## src/chg_pins_pkg.sv

```systemverilog
package chg_pins_pkg;

  // ----------------------------------------------------------------------
  // register map (byte addresses, one word each)
  // ----------------------------------------------------------------------
  localparam logic [7:0] ctrl_ofs   = 8'h00;
  localparam logic [7:0] status_ofs = 8'h04;
  localparam logic [7:0] irq_ofs    = 8'h08;
  localparam logic [7:0] mask_ofs   = 8'h0c;
  localparam logic [7:0] limit_ofs  = 8'h10;

  // ----------------------------------------------------------------------
  // ctrl field positions
  // ----------------------------------------------------------------------
  localparam int ind_fn_lsb    = 0;
  localparam int charge_bit    = 2;
  localparam int dplus_lsb     = 4;
  localparam int dminus_lsb    = 6;
  localparam int limit_own_bit = 8;

  // ----------------------------------------------------------------------
  // reset values, and the indicator off code
  // ----------------------------------------------------------------------
  localparam logic [1:0] ind_fn_rst    = 2'h0;
  localparam logic       charge_rst    = 1'b1;
  localparam logic [1:0] level_rst     = 2'h0;
  localparam logic [4:0] limit_rst     = 5'h00;
  localparam logic [2:0] mask_rst      = 3'h0;
  localparam logic [1:0] ind_fn_off    = 2'h3;

  // ----------------------------------------------------------------------
  // current limit codes, 100 mA per step from 100 mA
  // ----------------------------------------------------------------------
  localparam logic [4:0] limit_usb_code   = 5'h04;
  localparam logic [4:0] limit_adapt_code = 5'h17;

  // ----------------------------------------------------------------------
  // timing
  // ----------------------------------------------------------------------
  localparam int clk_mhz       = 250;
  localparam int pulse_us      = 256;
  localparam int pulse_cycles  = pulse_us * clk_mhz;
  localparam int blink_hz      = 1;
  localparam int blink_half_cy = (clk_mhz * 1000000) / (blink_hz * 2);

  // ----------------------------------------------------------------------
  // types
  // ----------------------------------------------------------------------
  typedef enum logic [1:0] {
    chg_idle,
    chg_active,
    chg_done,
    chg_fault
  } chg_state_t;

  typedef struct packed {
    logic       valid;
    logic       write;
    logic [7:0] addr;
  } bus_req_t;

  typedef struct packed {
    logic [1:0] ind_fn;
    logic       charge_allow;
    logic [1:0] dplus;
    logic [1:0] dminus;
    logic       limit_own;
    logic [4:0] limit;
  } ctrl_t;

  typedef struct packed {
    logic drive_low;
    logic oe;
  } od_pin_t;

endpackage

```

## src/alert_pulse.sv

```systemverilog
`timescale 1ns/1ps
module alert_pulse
(
  input  wire logic core_clk,
  input  wire logic rst,
  input  wire logic trig,
  output logic      active
);

  typedef struct packed {
    logic        on;
    logic [15:0] cnt;
  } st_t;

  st_t s_r;
  st_t s_nxt;

  always_comb
  begin
    s_nxt = s_r;
    if (s_r.on)
    begin
      // retrigger ignored so a pulse is never cut short
      if (s_r.cnt == 16'(chg_pins_pkg::pulse_cycles - 1))
      begin
        s_nxt.on = 1'b0;
      end
      else
      begin
        s_nxt.cnt = s_r.cnt + 16'h0001;
      end
    end
    else if (trig)
    begin
      s_nxt.on  = 1'b1;
      s_nxt.cnt = 16'h0000;
    end
  end

  always_ff @(posedge core_clk)
  begin
    if (rst)
      s_r <= '0;
    else
      s_r <= s_nxt;
  end

  assign active = s_r.on;

  a_pulse_width_held: assert property (@(posedge core_clk) disable iff (rst)
    $rose(s_r.on) |-> s_r.on [*8])
    else $error("alert pulse ended early");

endmodule

```

## src/blink_gen.sv

```systemverilog
`timescale 1ns/1ps
module blink_gen
(
  input  wire logic core_clk,
  input  wire logic rst,
  input  wire logic run,
  output logic      phase
);

  typedef struct packed {
    logic        ph;
    logic [26:0] cnt;
  } st_t;

  st_t s_r;
  st_t s_nxt;

  always_comb
  begin
    s_nxt = s_r;
    if (!run)
    begin
      s_nxt = '0;
    end
    else if (s_r.cnt == 27'(chg_pins_pkg::blink_half_cy - 1))
    begin
      s_nxt.cnt = 27'h0;
      s_nxt.ph  = ~s_r.ph;
    end
    else
    begin
      s_nxt.cnt = s_r.cnt + 27'h1;
    end
  end

  always_ff @(posedge core_clk)
  begin
    if (rst)
      s_r <= '0;
    else
      s_r <= s_nxt;
  end

  assign phase = s_r.ph;

  a_blink_even_duty: assert property (@(posedge core_clk) disable iff (rst)
    run && s_r.cnt != 27'(chg_pins_pkg::blink_half_cy - 1) |=>
    s_r.ph == $past(s_r.ph))
    else $error("blink phase changed mid half period");

endmodule

```

## src/charger_pins.sv

```systemverilog
`timescale 1ns/1ps
module charger_pins
(
  input  wire logic        core_clk,
  input  wire logic        rst,
  input  wire logic        hsel,
  input  wire logic [31:0] haddr,
  input  wire logic [1:0]  htrans,
  input  wire logic        hwrite,
  input  wire logic [2:0]  hsize,
  input  wire logic [31:0] hwdata,
  input  wire logic        hready,
  output logic [31:0]      hrdata,
  output logic             hreadyout,
  output logic             hresp,
  input  wire logic        src_select,
  input  wire logic        charge_allow_pin_n,
  input  wire logic        charging,
  input  wire logic        charge_done,
  input  wire logic        asleep,
  input  wire logic        fault,
  input  wire logic        above_uvlo,
  input  wire logic        below_ovp,
  input  wire logic        above_sleep,
  input  wire logic        weak_src_ok,
  output logic             stat_out,
  output logic             stat_oe,
  output logic             host_alert_pin_out,
  output logic             host_alert_pin_oe,
  output logic             input_good_pin_out,
  output logic             input_good_pin_oe,
  output logic             charge_enable,
  output logic [4:0]       input_current_limit,
  output logic [1:0]       dplus_level,
  output logic [1:0]       dminus_level,
  output logic             irq
);

  // ----------------------------------------------------------------------
  // state
  // ----------------------------------------------------------------------
  typedef struct packed {
    chg_pins_pkg::bus_req_t   req;
    logic [31:0]              rdata;
    chg_pins_pkg::ctrl_t      ctrl;
    logic [2:0]               irq_stat;
    logic [2:0]               irq_mask;
    chg_pins_pkg::chg_state_t cst;
    logic                     fault_d;
    chg_pins_pkg::od_pin_t    stat;
    chg_pins_pkg::od_pin_t    alert;
    chg_pins_pkg::od_pin_t    good;
    logic                     chg_en;
    logic [4:0]               limit;
    logic [1:0]               dp;
    logic [1:0]               dm;
    logic                     irq;
  } st_t;

  st_t  s_r;
  st_t  s_nxt;
  logic status_evt;
  logic pulse_on;
  logic blink_ph;

  function automatic logic [31:0] ctrl_word(chg_pins_pkg::ctrl_t c);
    logic [31:0] w;
    w = 32'h0;
    w[chg_pins_pkg::ind_fn_lsb +: 2]  = c.ind_fn;
    w[chg_pins_pkg::charge_bit]       = c.charge_allow;
    w[chg_pins_pkg::dplus_lsb +: 2]   = c.dplus;
    w[chg_pins_pkg::dminus_lsb +: 2]  = c.dminus;
    w[chg_pins_pkg::limit_own_bit]    = c.limit_own;
    return w;
  endfunction

  function automatic chg_pins_pkg::chg_state_t classify(
    logic chg, logic done, logic slp, logic flt);
    chg_pins_pkg::chg_state_t r;
    r = chg_pins_pkg::chg_idle;
    if (flt)
      r = chg_pins_pkg::chg_fault;
    else if (chg)
      r = chg_pins_pkg::chg_active;
    else if (done || slp)
      r = chg_pins_pkg::chg_done;
    return r;
  endfunction

  // ----------------------------------------------------------------------
  // timers
  // ----------------------------------------------------------------------
  alert_pulse u_pulse
  (
    .core_clk (core_clk),
    .rst      (rst),
    .trig     (status_evt),
    .active   (pulse_on)
  );

  blink_gen u_blink
  (
    .core_clk (core_clk),
    .rst      (rst),
    .run      (s_r.cst == chg_pins_pkg::chg_fault),
    .phase    (blink_ph)
  );

  // ----------------------------------------------------------------------
  // next state
  // ----------------------------------------------------------------------
  always_comb
  begin
    chg_pins_pkg::chg_state_t ncst;
    logic                     wr;
    logic [2:0]               ev;
    ncst  = classify(charging, charge_done, asleep, fault);
    wr    = 1'b0;
    ev    = 3'h0;
    s_nxt = s_r;

    // bus: capture address phase, act in data phase, zero wait
    s_nxt.req.valid = hsel && hready && htrans[1];
    s_nxt.req.write = hwrite;
    s_nxt.req.addr  = haddr[7:0];
    if (hsel && hready && htrans[1] && !hwrite)
    begin
      case (haddr[7:0])
        chg_pins_pkg::ctrl_ofs:   s_nxt.rdata = ctrl_word(s_r.ctrl);
        chg_pins_pkg::status_ofs: s_nxt.rdata = {27'h0, s_r.stat.drive_low,
                                  s_r.chg_en, s_r.fault_d, s_r.cst};
        chg_pins_pkg::irq_ofs:    s_nxt.rdata = {29'h0, s_r.irq_stat};
        chg_pins_pkg::mask_ofs:   s_nxt.rdata = {29'h0, s_r.irq_mask};
        chg_pins_pkg::limit_ofs:  s_nxt.rdata = {27'h0, s_r.limit};
        default:                  s_nxt.rdata = 32'h0;
      endcase
    end
    wr = s_r.req.valid && s_r.req.write;

    // events: bit0 status change, bit1 fault rise, bit2 good change
    ev[0] = ncst != s_r.cst;
    ev[1] = fault && !s_r.fault_d;
    // taken from the pins, the good flag is only filled in further down
    ev[2] = (above_uvlo && below_ovp && above_sleep && weak_src_ok)
            != s_r.good.oe;

    // write-one-clear, but a new event wins over the clear
    if (wr && s_r.req.addr == chg_pins_pkg::irq_ofs)
      s_nxt.irq_stat = s_r.irq_stat & ~hwdata[2:0];
    s_nxt.irq_stat = s_nxt.irq_stat | ev;
    if (wr && s_r.req.addr == chg_pins_pkg::mask_ofs)
      s_nxt.irq_mask = hwdata[2:0];
    if (wr && s_r.req.addr == chg_pins_pkg::ctrl_ofs)
    begin
      s_nxt.ctrl.ind_fn       = hwdata[chg_pins_pkg::ind_fn_lsb +: 2];
      s_nxt.ctrl.charge_allow = hwdata[chg_pins_pkg::charge_bit];
      s_nxt.ctrl.dplus        = hwdata[chg_pins_pkg::dplus_lsb +: 2];
      s_nxt.ctrl.dminus       = hwdata[chg_pins_pkg::dminus_lsb +: 2];
    end
    if (wr && s_r.req.addr == chg_pins_pkg::limit_ofs)
    begin
      s_nxt.ctrl.limit     = hwdata[4:0];
      s_nxt.ctrl.limit_own = 1'b1;
    end

    s_nxt.cst     = ncst;
    s_nxt.fault_d = fault;

    // status pin pattern
    case (s_r.cst)
      chg_pins_pkg::chg_active: s_nxt.stat.drive_low = 1'b1;
      chg_pins_pkg::chg_fault:  s_nxt.stat.drive_low = blink_ph;
      chg_pins_pkg::chg_done:   s_nxt.stat.drive_low = 1'b0;
      default:                  s_nxt.stat.drive_low = 1'b0;
    endcase
    if (s_r.ctrl.ind_fn == chg_pins_pkg::ind_fn_off)
      s_nxt.stat.drive_low = 1'b0;
    s_nxt.stat.oe = s_nxt.stat.drive_low;

    s_nxt.alert.drive_low = pulse_on;
    s_nxt.alert.oe        = pulse_on;

    s_nxt.good.drive_low = above_uvlo && below_ovp && above_sleep
                           && weak_src_ok;
    s_nxt.good.oe        = s_nxt.good.drive_low;

    s_nxt.chg_en = s_r.ctrl.charge_allow && !charge_allow_pin_n;

    if (s_r.ctrl.limit_own)
      s_nxt.limit = s_r.ctrl.limit;
    else if (src_select)
      s_nxt.limit = chg_pins_pkg::limit_usb_code;
    else
      s_nxt.limit = chg_pins_pkg::limit_adapt_code;

    s_nxt.dp  = s_r.ctrl.dplus;
    s_nxt.dm  = s_r.ctrl.dminus;
    s_nxt.irq = |(s_r.irq_stat & s_r.irq_mask);
  end

  assign status_evt = (classify(charging, charge_done, asleep, fault)
                       != s_r.cst) || (fault && !s_r.fault_d);

  always_ff @(posedge core_clk)
  begin
    if (rst)
    begin
      s_r                   <= '0;
      s_r.ctrl.ind_fn       <= chg_pins_pkg::ind_fn_rst;
      s_r.ctrl.charge_allow <= chg_pins_pkg::charge_rst;
      s_r.ctrl.dplus        <= chg_pins_pkg::level_rst;
      s_r.ctrl.dminus       <= chg_pins_pkg::level_rst;
      s_r.ctrl.limit        <= chg_pins_pkg::limit_rst;
      s_r.irq_mask          <= chg_pins_pkg::mask_rst;
      s_r.limit             <= chg_pins_pkg::limit_adapt_code;
    end
    else
    begin
      s_r <= s_nxt;
    end
  end

  // ----------------------------------------------------------------------
  // outputs, registered or tied to constants
  // ----------------------------------------------------------------------
  assign hrdata              = s_r.rdata;
  assign hreadyout           = 1'b1;
  assign hresp               = 1'b0;
  assign stat_out            = 1'b0;
  assign stat_oe             = s_r.stat.oe;
  assign host_alert_pin_out  = 1'b0;
  assign host_alert_pin_oe   = s_r.alert.oe;
  assign input_good_pin_out  = 1'b0;
  assign input_good_pin_oe   = s_r.good.oe;
  assign charge_enable       = s_r.chg_en;
  assign input_current_limit = s_r.limit;
  assign dplus_level         = s_r.dp;
  assign dminus_level        = s_r.dm;
  assign irq                 = s_r.irq;

  // ----------------------------------------------------------------------
  // checks
  // ----------------------------------------------------------------------
  a_stat_charge_low: assert property (@(posedge core_clk) disable iff (rst)
    s_r.cst == chg_pins_pkg::chg_active && s_r.ctrl.ind_fn
    != chg_pins_pkg::ind_fn_off ##1 1'b1 |-> stat_oe)
    else $error("status pin not low while charging");
  a_stat_done_high: assert property (@(posedge core_clk) disable iff (rst)
    $past(s_r.cst) == chg_pins_pkg::chg_done |-> !stat_oe)
    else $error("status pin driven after charge done");
  a_stat_disabled: assert property (@(posedge core_clk) disable iff (rst)
    $past(s_r.ctrl.ind_fn) == chg_pins_pkg::ind_fn_off |-> !stat_oe)
    else $error("status pin active while disabled");
  a_od_never_high: assert property (@(posedge core_clk) disable iff (rst)
    !stat_out && !host_alert_pin_out)
    else $error("open drain pin driven high");
  a_alert_follows_evt: assert property (@(posedge core_clk) disable iff (rst)
    status_evt && !pulse_on |-> ##2 host_alert_pin_oe)
    else $error("no alert pulse after event");
  a_alert_idle_off: assert property (@(posedge core_clk) disable iff (rst)
    !$past(pulse_on) |-> !host_alert_pin_oe)
    else $error("alert driven while idle");
  a_limit_select: assert property (@(posedge core_clk) disable iff (rst)
    !s_r.ctrl.limit_own && src_select ##1 !$past(s_r.ctrl.limit_own)
    |-> input_current_limit == chg_pins_pkg::limit_usb_code)
    else $error("usb limit not applied");
  a_limit_adaptor: assert property (@(posedge core_clk) disable iff (rst)
    !s_r.ctrl.limit_own && !src_select |=>
    input_current_limit == chg_pins_pkg::limit_adapt_code)
    else $error("adaptor limit not applied");
  a_charge_gate: assert property (@(posedge core_clk) disable iff (rst)
    charge_enable |-> $past(s_r.ctrl.charge_allow)
    && !$past(charge_allow_pin_n))
    else $error("charging enabled without both conditions");
  a_good_window: assert property (@(posedge core_clk) disable iff (rst)
    input_good_pin_oe |-> $past(above_uvlo && below_ovp && above_sleep
    && weak_src_ok))
    else $error("input good without valid input");

  c_fault_blink: cover property (@(posedge core_clk)
    s_r.cst == chg_pins_pkg::chg_fault && stat_oe);
  c_alert_pulse: cover property (@(posedge core_clk) $rose(host_alert_pin_oe));
  c_limit_write: cover property (@(posedge core_clk) $rose(s_r.ctrl.limit_own));

endmodule

```

## config.mk

```make
export PLATFORM = sky130hd
export DESIGN_NAME = charger_pins
export DESIGN_NICKNAME = d
export VERILOG_FILES = /design/src/chg_pins_pkg.sv /design/src/alert_pulse.sv /design/src/blink_gen.sv /design/src/charger_pins.sv
export SDC_FILE = /design/constraint.sdc
export NUM_CORES = 1
export LEC_CHECK = 0
export BUFFER_PORTS_ARGS = -buffer_cell sky130_fd_sc_hd__buf_4
export CAP_MARGIN = 20
export CORE_MARGIN = 4
export CORE_UTILIZATION = 52
export CTS_BUF_LIST = sky130_fd_sc_hd__clkbuf_16
export DETAILED_ROUTE_END_ITERATION = 8
export MAX_ROUTING_LAYER = met4
export PLACE_DENSITY = 0.84
export SLEW_MARGIN = 20
export SYNTH_ARGS = -nofsm -noshare
export SYNTH_HDL_FRONTEND = slang
export SYNTH_SLANG_ARGS = --single-unit
```

## constraint.sdc

```tcl
create_clock -name core_clk -period 2.88 [get_ports core_clk]
set_clock_uncertainty 0.1 [all_clocks]
set_input_delay 0.288 -clock core_clk [delete_from_list [all_inputs] [get_ports core_clk]]
set_output_delay 0.288 -clock core_clk [all_outputs]
set_load 0.01 [all_outputs]
```

==> impl_metrics.tcl, run 1 <==
set metrics [dict create \
    status "completed" \
    top_layer "met4" \
    reg2reg_from "u_blink.s_r[0]" \
    hpwl_um 6550 \
    arrival_ps 2670 \
    diodes 0 \
    io_buffers 54 \
    yosys-top-cells-count "100 x dfxtp_1, 75 x nor2_1, 48 x buf_4" \
    core-area_mm2 0.00834 \
    place.gp.congestion 0.882 \
    rsz0062_at_grt "false" \
    synth_area_leader_cell "dfxtp_1" \
    wl_met2_um 4360 \
    reg2reg_to "u_blink.s_r[19]" \
    ys.flop_type "dfxtp_1" \
    period_share_pct 88.2 \
    grt_first_pass_wirelength_um 15000 \
    routed-wl-met3_um 641 \
    cap_viol_max_count 0 \
    cp-end-kind "register" \
    power_density_mw_per_mm2 542 \
    max_slew_margin_pct 44.6 \
    cts_tree "built" \
    tightest_slew_ps 824 \
    postCtsSetupBuffers 0 \
    initialDrtViolationCount 252 \
    ir_drop_uv 285 \
    drive_gt1_share_pct 15.8 \
    synth_most_common_cell "dfxtp_1" \
    cts_buffers 9 \
    die_width_um 101 \
    synth_top_area_share_pct 44.1 \
    dp_slack_ps 407 \
    seq_area_frac_synth_pct 44.1 \
    pin_count 135 \
    ff2ff_path_depth 7 \
    finalCriticalPeriod_ps 2540 \
    start_kind "register" \
    cp.required_ps 3010 \
    hold_end "charge_enable" \
    reg2reg_setup_slack_ps 340 \
    setup-tns-final_ps 0 \
    grt_max_degree 59 \
    wl_per_cell_um 13.8 \
    path_class "reg -> reg" \
    hold_class "in -> reg" \
    antenna_found_initial 0 \
    via_count 3571 \
    syn2layout_area_growth_pct 11.6 \
    nets 633 \
    fillers 676 \
    holdBufCountCts 0 \
    syn_area_per_cell_um2 8.80 \
    ctsResizeCount 0 \
    synth_cell_types 54 \
    ctsLongestPathBuffers 2 \
    ant_nets 0 \
    routed_wl_um 9080 \
    maxSlewViolCount 0 \
    async_reset_ff_share_pct 0 \
    grt_pass1_vias 3371 \
    drc 0 \
    overflow 0 \
    die_area_mm2 0.0103 \
    drt-met1-wl_um 3960 \
    start_util_pct 54.5 \
    crit_start "u_blink.s_r[0]" \
    hold_viol 0 \
    gr-usage-all-layers_pct 18.7 \
    root_buffer "clkbuf_16" \
    clkLatencyLatePin_ps 340 \
    leakage_nw 1.90 \
    row_count 33 \
    yosysWarnings 0 \
    syn-instance-count 516 \
    synth_area_leaders "dfxtp_1 44%, buf_4 7.9%, nor2_1 6.2%, xor2_1 3.9%, nor2b_1 2.9%" \
    min_from "charge_allow_pin_n" \
    hold_path_depth 2 \
    crit_fanout 9 \
    firstDrtPassIters 5 \
    cts_sinks 100 \
    ys_ff_latch 100 \
    setup_viol 0 \
    clock.fmax_mhz 394 \
    htree_levels 3 \
    path_clk_slew_ps 70 \
    synth_edf_count 0 \
    power_mw 2.75 \
    via_per_inst 5.44 \
    layout_setup_ws_ps 340 \
    synthesis.area_mm2 0.00454 \
    die_y_um 101 \
]
-- sequential cells by signal, indices dropped and copies added (netlist names), 2 cells and up --
register             count
dplus_level              2
s_r                     28
dminus_level             2
hrdata                   9
u_pulse.s_r             16
s_nxt                    4
u_blink.s_r             27
input_current_limit      5
-- worst max-delay path: stages, from the launching register on --
cell,delay (ps)
dfxtp_1,410
ha_1,300
nor4b_1,330
nand4_1,150
or4_4,580
nand2_1,280
buf_4,230
nor2_1,60
-- cells by family (layout without fill, tap and decap cells) --
group	after synthesis	in the layout	synth area share [%]
buf+inv	74	84	10.2
other cells	2	28	0.165
compound gates	58	58	7.96
simple gates	232	232	26.5
fa+ha+maj	2	2	0.551
flops	100	100	44.1
mux	16	16	4.35
xor+xnor	32	32	6.17
-- layout make-up --
class                      instances  area [µm²]  area share (%)
clock buffer                       9         225            4.44
clock inverter                     7        67.6            1.33
inverter                          10        37.5           0.740
multi-input combinational        368        2170            42.8
sequential                       100        2000            39.5
tap                              105         131            2.59
timing repair buffer              58         435            8.58
-- worst max-delay path by stage --
stage                      end  slack, ps  depth (start not counted)
2_1_floorplan  u_blink.s_r[16]        800                          7
3_3_place_gp   u_blink.s_r[20]        450                          7
3_5_place_dp   u_blink.s_r[19]        410                          7
4_1_cts        u_blink.s_r[19]        340                          7
5_1_grt        u_blink.s_r[24]        150                          7
6_report       u_blink.s_r[19]        340                          7
-- cell usage in the layout, fill, tap and decap left out, types with 3 or more instances in the layout --
cell type   count
nand2_1        31
and3_1          7
mux2i_1        13
inv_1           9
nand2b_1        7
nor2b_1        21
or2_2           4
nand3b_1        3
a211oi_1        3
clkbuf_16       9
and4_1          5
dfxtp_1       100
xnor2_1        12
inv_8           4
conb_1         28
buf_4          58
nor4_1         10
clkinvlp_4      3
nor3_1         13
nor2_1         75
nor3b_1         3
mux4_2          3
nand4_1        13
a22oi_1         4
xor2_1         20
nand3_1        26
o21ai_0        15
or3_1           3
a21oi_1        20
-- metal layers --
metal  vias up  track usage (%)
li1       1772                -
met3        16             3.79
met1      1653             22.4
met2       130             31.1
met5         -                -
met4         0             6.44
-- power by group --
part	internal [mW]	switching [mW]
clock	0.610	0.556
combinational	0.0689	0.0903
sequential	1.40	0.0222
total	2.08	0.668
-- stage by stage --
stage | hold WS (ps) | util [%] | instance area [µm²] | cells
2_1_floorplan | 264 | - | 4640 | 542
3_3_place_gp | 325 | 57.3 | 4780 | 641
3_5_place_dp | 332 | 57.3 | 4780 | 641
4_1_cts | 3.02 | 60.8 | 5070 | 657
5_1_grt | 5.04 | 60.8 | 5070 | 657
6_report | 9.75 | 60.8 | 5070 | 657
Power figures use the tool's default switching activity.
==> run 2, diff against run 1 <==
--- a/config.mk
+++ b/config.mk
@@ -12,7 +12,7 @@
 export CTS_BUF_LIST = sky130_fd_sc_hd__clkbuf_16
 export DETAILED_ROUTE_END_ITERATION = 8
 export MAX_ROUTING_LAYER = met4
-export PLACE_DENSITY = 0.84
+export PLACE_DENSITY = 0.8
 export SLEW_MARGIN = 20
 export SYNTH_ARGS = -nofsm -noshare
 export SYNTH_HDL_FRONTEND = slang
==> impl_metrics.tcl, run 2 (synthesis gave the netlist of run 1 again) <==
set metrics [dict create \
    row_count 33 \
    min_from "charge_allow_pin_n" \
    layout_commonest_cell "dfxtp_1" \
    initialDrtViolationCount 263 \
    reg2reg_from "u_blink.s_r[0]" \
    hpwl_um 6650 \
    path_class "reg -> reg" \
    firstDrtPassIters 5 \
    period_share_pct 84.8 \
    setup-tns-final_ps 0 \
    io_buffers 54 \
    drive_gt1_share_pct 15.7 \
    arrival_ps 2570 \
    via_count 3569 \
    top_register "s_r" \
    reg2reg_to "u_blink.s_r[19]" \
    final_cell_mix "100 x dfxtp_1, 75 x nor2_1, 59 x buf_4" \
    path_clk_slew_ps 70 \
    maxSlewViolCount 0 \
    hold_path_depth 2 \
    reg2reg_setup_slack_ps 440 \
    cts_sinks 100 \
    die_area_mm2 0.0103 \
    power_density_mw_per_mm2 534 \
    cap_viol_max_count 0 \
    antenna_found_initial 0 \
    place.gp.congestion 0.869 \
    diodes 0 \
    die_y_um 101 \
    postCtsSetupBuffers 0 \
    finalNonFillerCells 658 \
    overflow 0 \
    layout_setup_ws_ps 438 \
    worst_hold_slack_ps 19.3 \
    clkLatencyLatePin_ps 340 \
    drc 0 \
    ctsResizeCount 0 \
    ff2ff_path_depth 7 \
    crit_fanout 9 \
    root_buffer "clkbuf_16" \
    grt_pass1_vias 3299 \
    grt_max_degree 53 \
    grt_first_pass_wirelength_um 15000 \
    ant_nets 0 \
    start_util_pct 54.5 \
    tightest_slew_ps 826 \
    routed_wl_um 9060 \
    setup_viol 0 \
    finalCriticalPeriod_ps 2440 \
    core-area_mm2 0.00834 \
    pin_count 135 \
    syn2layout_area_growth_pct 11.6 \
    path_buf_inv 1 \
    cp.required_ps 3010 \
    wl_per_cell_um 13.8 \
    holdBufCountCts 0 \
    die_width_um 101 \
    final-seq-area_mm2 0.00200 \
    status "completed" \
    gr-usage-all-layers_pct 18.6 \
    dp.cells 642 \
    hold_viol 0 \
    ir_drop_uv 257 \
    ctsLongestPathBuffers 2 \
    hold_end "charge_enable" \
    hold_class "in -> reg" \
    max_stage_delay_ps 570 \
    largest_reg_flops 28 \
    reg_top3 "s_r x28, u_blink.s_r x27, u_pulse.s_r x16" \
    fillers 701 \
    cp-end-kind "register" \
    cts_tree "built" \
    start_kind "register" \
    multi_input_area_mm2 0.00217 \
    cp_slowest_cell "or4_4" \
    dp_slack_ps 450 \
    htree_levels 3 \
    leakage_nw 1.90 \
    clock.fmax_mhz 410 \
    rsz0062_at_grt "false" \
    nets 634 \
    crit_family "simple AND/OR/NAND/NOR gates" \
    max_slew_margin_pct 44.4 \
    worstPathCellList "ha_1, nor4b_1, nand4_1, or4_4, nand2_1, buf_4, nor2_1" \
    cts_buffers 9 \
    via_per_inst 5.42 \
]
-- run 2: layout make-up --
type	count	area share (%)
multi-input cells	368	42.9
flip-flops and latches	100	39.5
repair buffers	59	8.74
clock buffers	9	4.44
well taps	105	2.59
clock inverters	7	1.11
inverters	10	0.741
-- run 2: how the worst max path moves through the flow --
stage | start | end | depth (start not counted)
after floorplan | u_blink.s_r[0] | u_blink.s_r[16] | 7
after global placement | u_blink.s_r[0] | u_blink.s_r[20] | 7
after detailed placement | u_blink.s_r[0] | u_blink.s_r[19] | 7
after CTS | u_blink.s_r[0] | u_blink.s_r[19] | 7
after global routing | u_blink.s_r[0] | u_blink.s_r[19] | 7
final | u_blink.s_r[0] | u_blink.s_r[19] | 7
-- run 2: through the flow --
stage               utilization [%]  cell area, µm²  total power, mW
floorplan                         -            4640             1.58
global placement               57.4            4790             1.61
detailed placement             57.4            4790             1.62
CTS                            60.8            5070             2.73
global route                   60.8            5070             2.81
finish                         60.8            5070             2.71
-- run 2: per-layer routing --
metal	vias to the layer above	track usage (%)	share of wire, %
met5	-	-	0
met4	0	7.26	1.5
met3	16	3.37	7.0
met2	135	29.4	48
met1	1650	23.6	44
li1	1768	-	-
-- run 2: report_power, final --
group          total (mW)  internal, mW  switching (mW)  leakage, nW
registers            1.43          1.41          0.0221        0.812
logic               0.159        0.0696          0.0896        0.953
clock network        1.12         0.597           0.525        0.136
total                2.71          2.07           0.636         1.90
==> run 3, diff against run 2 <==
--- a/config.mk
+++ b/config.mk
@@ -8,11 +8,11 @@
 export BUFFER_PORTS_ARGS = -buffer_cell sky130_fd_sc_hd__buf_4
 export CAP_MARGIN = 20
 export CORE_MARGIN = 4
-export CORE_UTILIZATION = 52
+export CORE_UTILIZATION = 47
 export CTS_BUF_LIST = sky130_fd_sc_hd__clkbuf_16
 export DETAILED_ROUTE_END_ITERATION = 8
 export MAX_ROUTING_LAYER = met4
-export PLACE_DENSITY = 0.8
+export PLACE_DENSITY = 0.77
 export SLEW_MARGIN = 20
 export SYNTH_ARGS = -nofsm -noshare
 export SYNTH_HDL_FRONTEND = slang
==> constraint.sdc (replaced) <==
create_clock -name core_clk -period 2 [get_ports core_clk]
set_clock_uncertainty 0.1 [all_clocks]
set_input_delay 0.2 -clock core_clk [delete_from_list [all_inputs] [get_ports core_clk]]
set_output_delay 0.2 -clock core_clk [all_outputs]
set_load 0.01 [all_outputs]
==> impl_metrics.tcl, run 3 (synthesis gave the netlist of run 1 again) <==
set metrics [dict create \
    hpwl_um 6910 \
    cts_tree "built" \
    cts_buffers 9 \
    postCtsSetupBuffers 0 \
    endpoint "s_r[36]" \
    row_count 35 \
    setup-tns-final_ps 0 \
    crit_fanout 3 \
    worst_hold_slack_ps -0.241 \
    pwr-share-comb_pct 6.2 \
    p_seq_share_pct 51.1 \
    maxSlewViolCount 0 \
    die_width_um 106 \
    gr-usage-all-layers_pct 18.0 \
    cp.required_ps 2140 \
    clkPwrFrac_pct 42.7 \
    overflow 0 \
    layout_setup_ws_ps 63.5 \
    pin_count 135 \
    dp_slack_ps -12.6 \
    finalNonFillerCells 717 \
    p_sw_share_pct 24.8 \
    cap_viol_max_count 0 \
    hold_class "in -> reg" \
    layout_commonest_cell "dfxtp_1" \
    path_clk_slew_ps 70 \
    top_register "s_r" \
    fillers 801 \
    largest_reg_flops 28 \
    hold_viol 1 \
    final-seq-area_mm2 0.00201 \
    core-area_mm2 0.00933 \
    firstDrtPassIters 4 \
    wl_per_cell_um 13.4 \
    cp-end-kind "register" \
    cts_sinks 100 \
    ir_drop_uv 359 \
    via_per_inst 5.10 \
    place.gp.congestion 0.876 \
    p_int_mw 3.03 \
    failed_checks "hold timing" \
    ant_nets 0 \
    ff2ff_path_depth 6 \
    max_slew_margin_pct 65.0 \
    ctsLongestPathBuffers 2 \
    crit_start "s_r[71]" \
    nets 669 \
    arrival_ps 2080 \
    reg2reg_setup_slack_ps 60 \
    diodes 0 \
    setup_viol 0 \
    antenna_found_initial 0 \
    grt_pass1_vias 3558 \
    reg2reg_from "s_r[71]" \
    dpl_cell_area_mm2 0.00504 \
    power_density_mw_per_mm2 739 \
    grt_first_pass_wirelength_um 16200 \
    leakage_nw 2.10 \
    final_cell_mix "97 x dfxtp_1, 83 x buf_4, 74 x nor2_1" \
    routed_wl_um 9620 \
    power_switching_mw 0.997 \
    die_y_um 106 \
    initialDrtViolationCount 230 \
    finalCriticalPeriod_ps 1940 \
    die_area_mm2 0.0113 \
    drc 0 \
    clock.fmax_mhz 516 \
    reg_top3 "s_r x28, u_blink.s_r x27, u_pulse.s_r x16" \
    drive_gt1_share_pct 20.9 \
    htree_levels 3 \
    tightest_slew_ps 525 \
    status "finished with violations" \
    syn2layout_area_growth_pct 19.9 \
    finalInstanceArea_mm2 0.00545 \
    io_buffers 54 \
    via_count 3655 \
    path_class "reg -> reg" \
    grt_max_degree 56 \
    start_kind "register" \
    start_util_pct 48.7 \
    multi_input_area_mm2 0.00220 \
    reg2reg_to "s_r[36]" \
    dp.cells 692 \
    clkLatencyLatePin_ps 350 \
    period_share_pct 96.8 \
    root_buffer "clkbuf_16" \
]
==> run 3: how the worst min path moves through the flow <==
stage | cells after the start | slack, ps | from | end
2_1_floorplan | 1 | 180 | charge_allow_pin_n | charge_enable
3_3_place_gp | 2 | 270 | charge_allow_pin_n | charge_enable
3_5_place_dp | 2 | 270 | charge_allow_pin_n | charge_enable
4_1_cts | 2 | 2 | hwrite | s_r[79]
5_1_grt | 2 | 9 | hwrite | s_r[79]
6_report | 3 | -0.2 | hwdata[3] | s_r[29]
==> run 3: area by class of cell <==
| class | instances | area share (%) |
|---|---|---|
| Sequential cell | 100 | 36.8 |
| Multi-Input combinational cell | 368 | 40.3 |
| Clock buffer | 9 | 4.13 |
| Clock inverter | 7 | 1.40 |
| Inverter | 10 | 0.689 |
| Tap cell | 129 | 2.96 |
| Timing Repair Buffer | 94 | 13.7 |
==> run 3: power by group through the flow <==
stage	logic, mW	clock network, mW	registers [mW]
final	0.250	1.72	2.05
after global routing	0.278	1.85	2.06
after CTS	0.248	1.75	2.05
after detailed placement	0.233	0	2.10
after global placement	0.227	0	2.10
after floorplan	0.191	0	2.09
==> run 3: per-layer routing <==
layer  vias up  GRT usage, %  routed length [µm]
met5         -             -                   0
met1      1698          22.0                4250
met3        17          4.37                 609
met2       100          29.1                4560
li1       1840             -                   -
met4         0          6.11                 199
==> run 3: timing repair <==
item / CTS / global route
hold buffers: 9 / 0
setup endpoints to repair: 27 / 8
pin swaps: 2 / 0
resized for setup: 1 / 6
endpoints found under the hold margin: 9 / 0
==> run 3: through the flow <==
step                      util, %  total power [mW]
after detailed placement     54.0              2.33
final                        58.4              4.02
after floorplan                 -              2.28
after CTS                    58.2              4.05
after global routing         58.4              4.18
after global placement       54.0              2.33
==> run 3: critical path, cell delays in order (launching register included) <==
cell and delay, ps:
dfxtp_1 310, or4_4 570, nor4_4 210, and2b_1 210, buf_4 140, nor2b_1 40, a211o_1 250
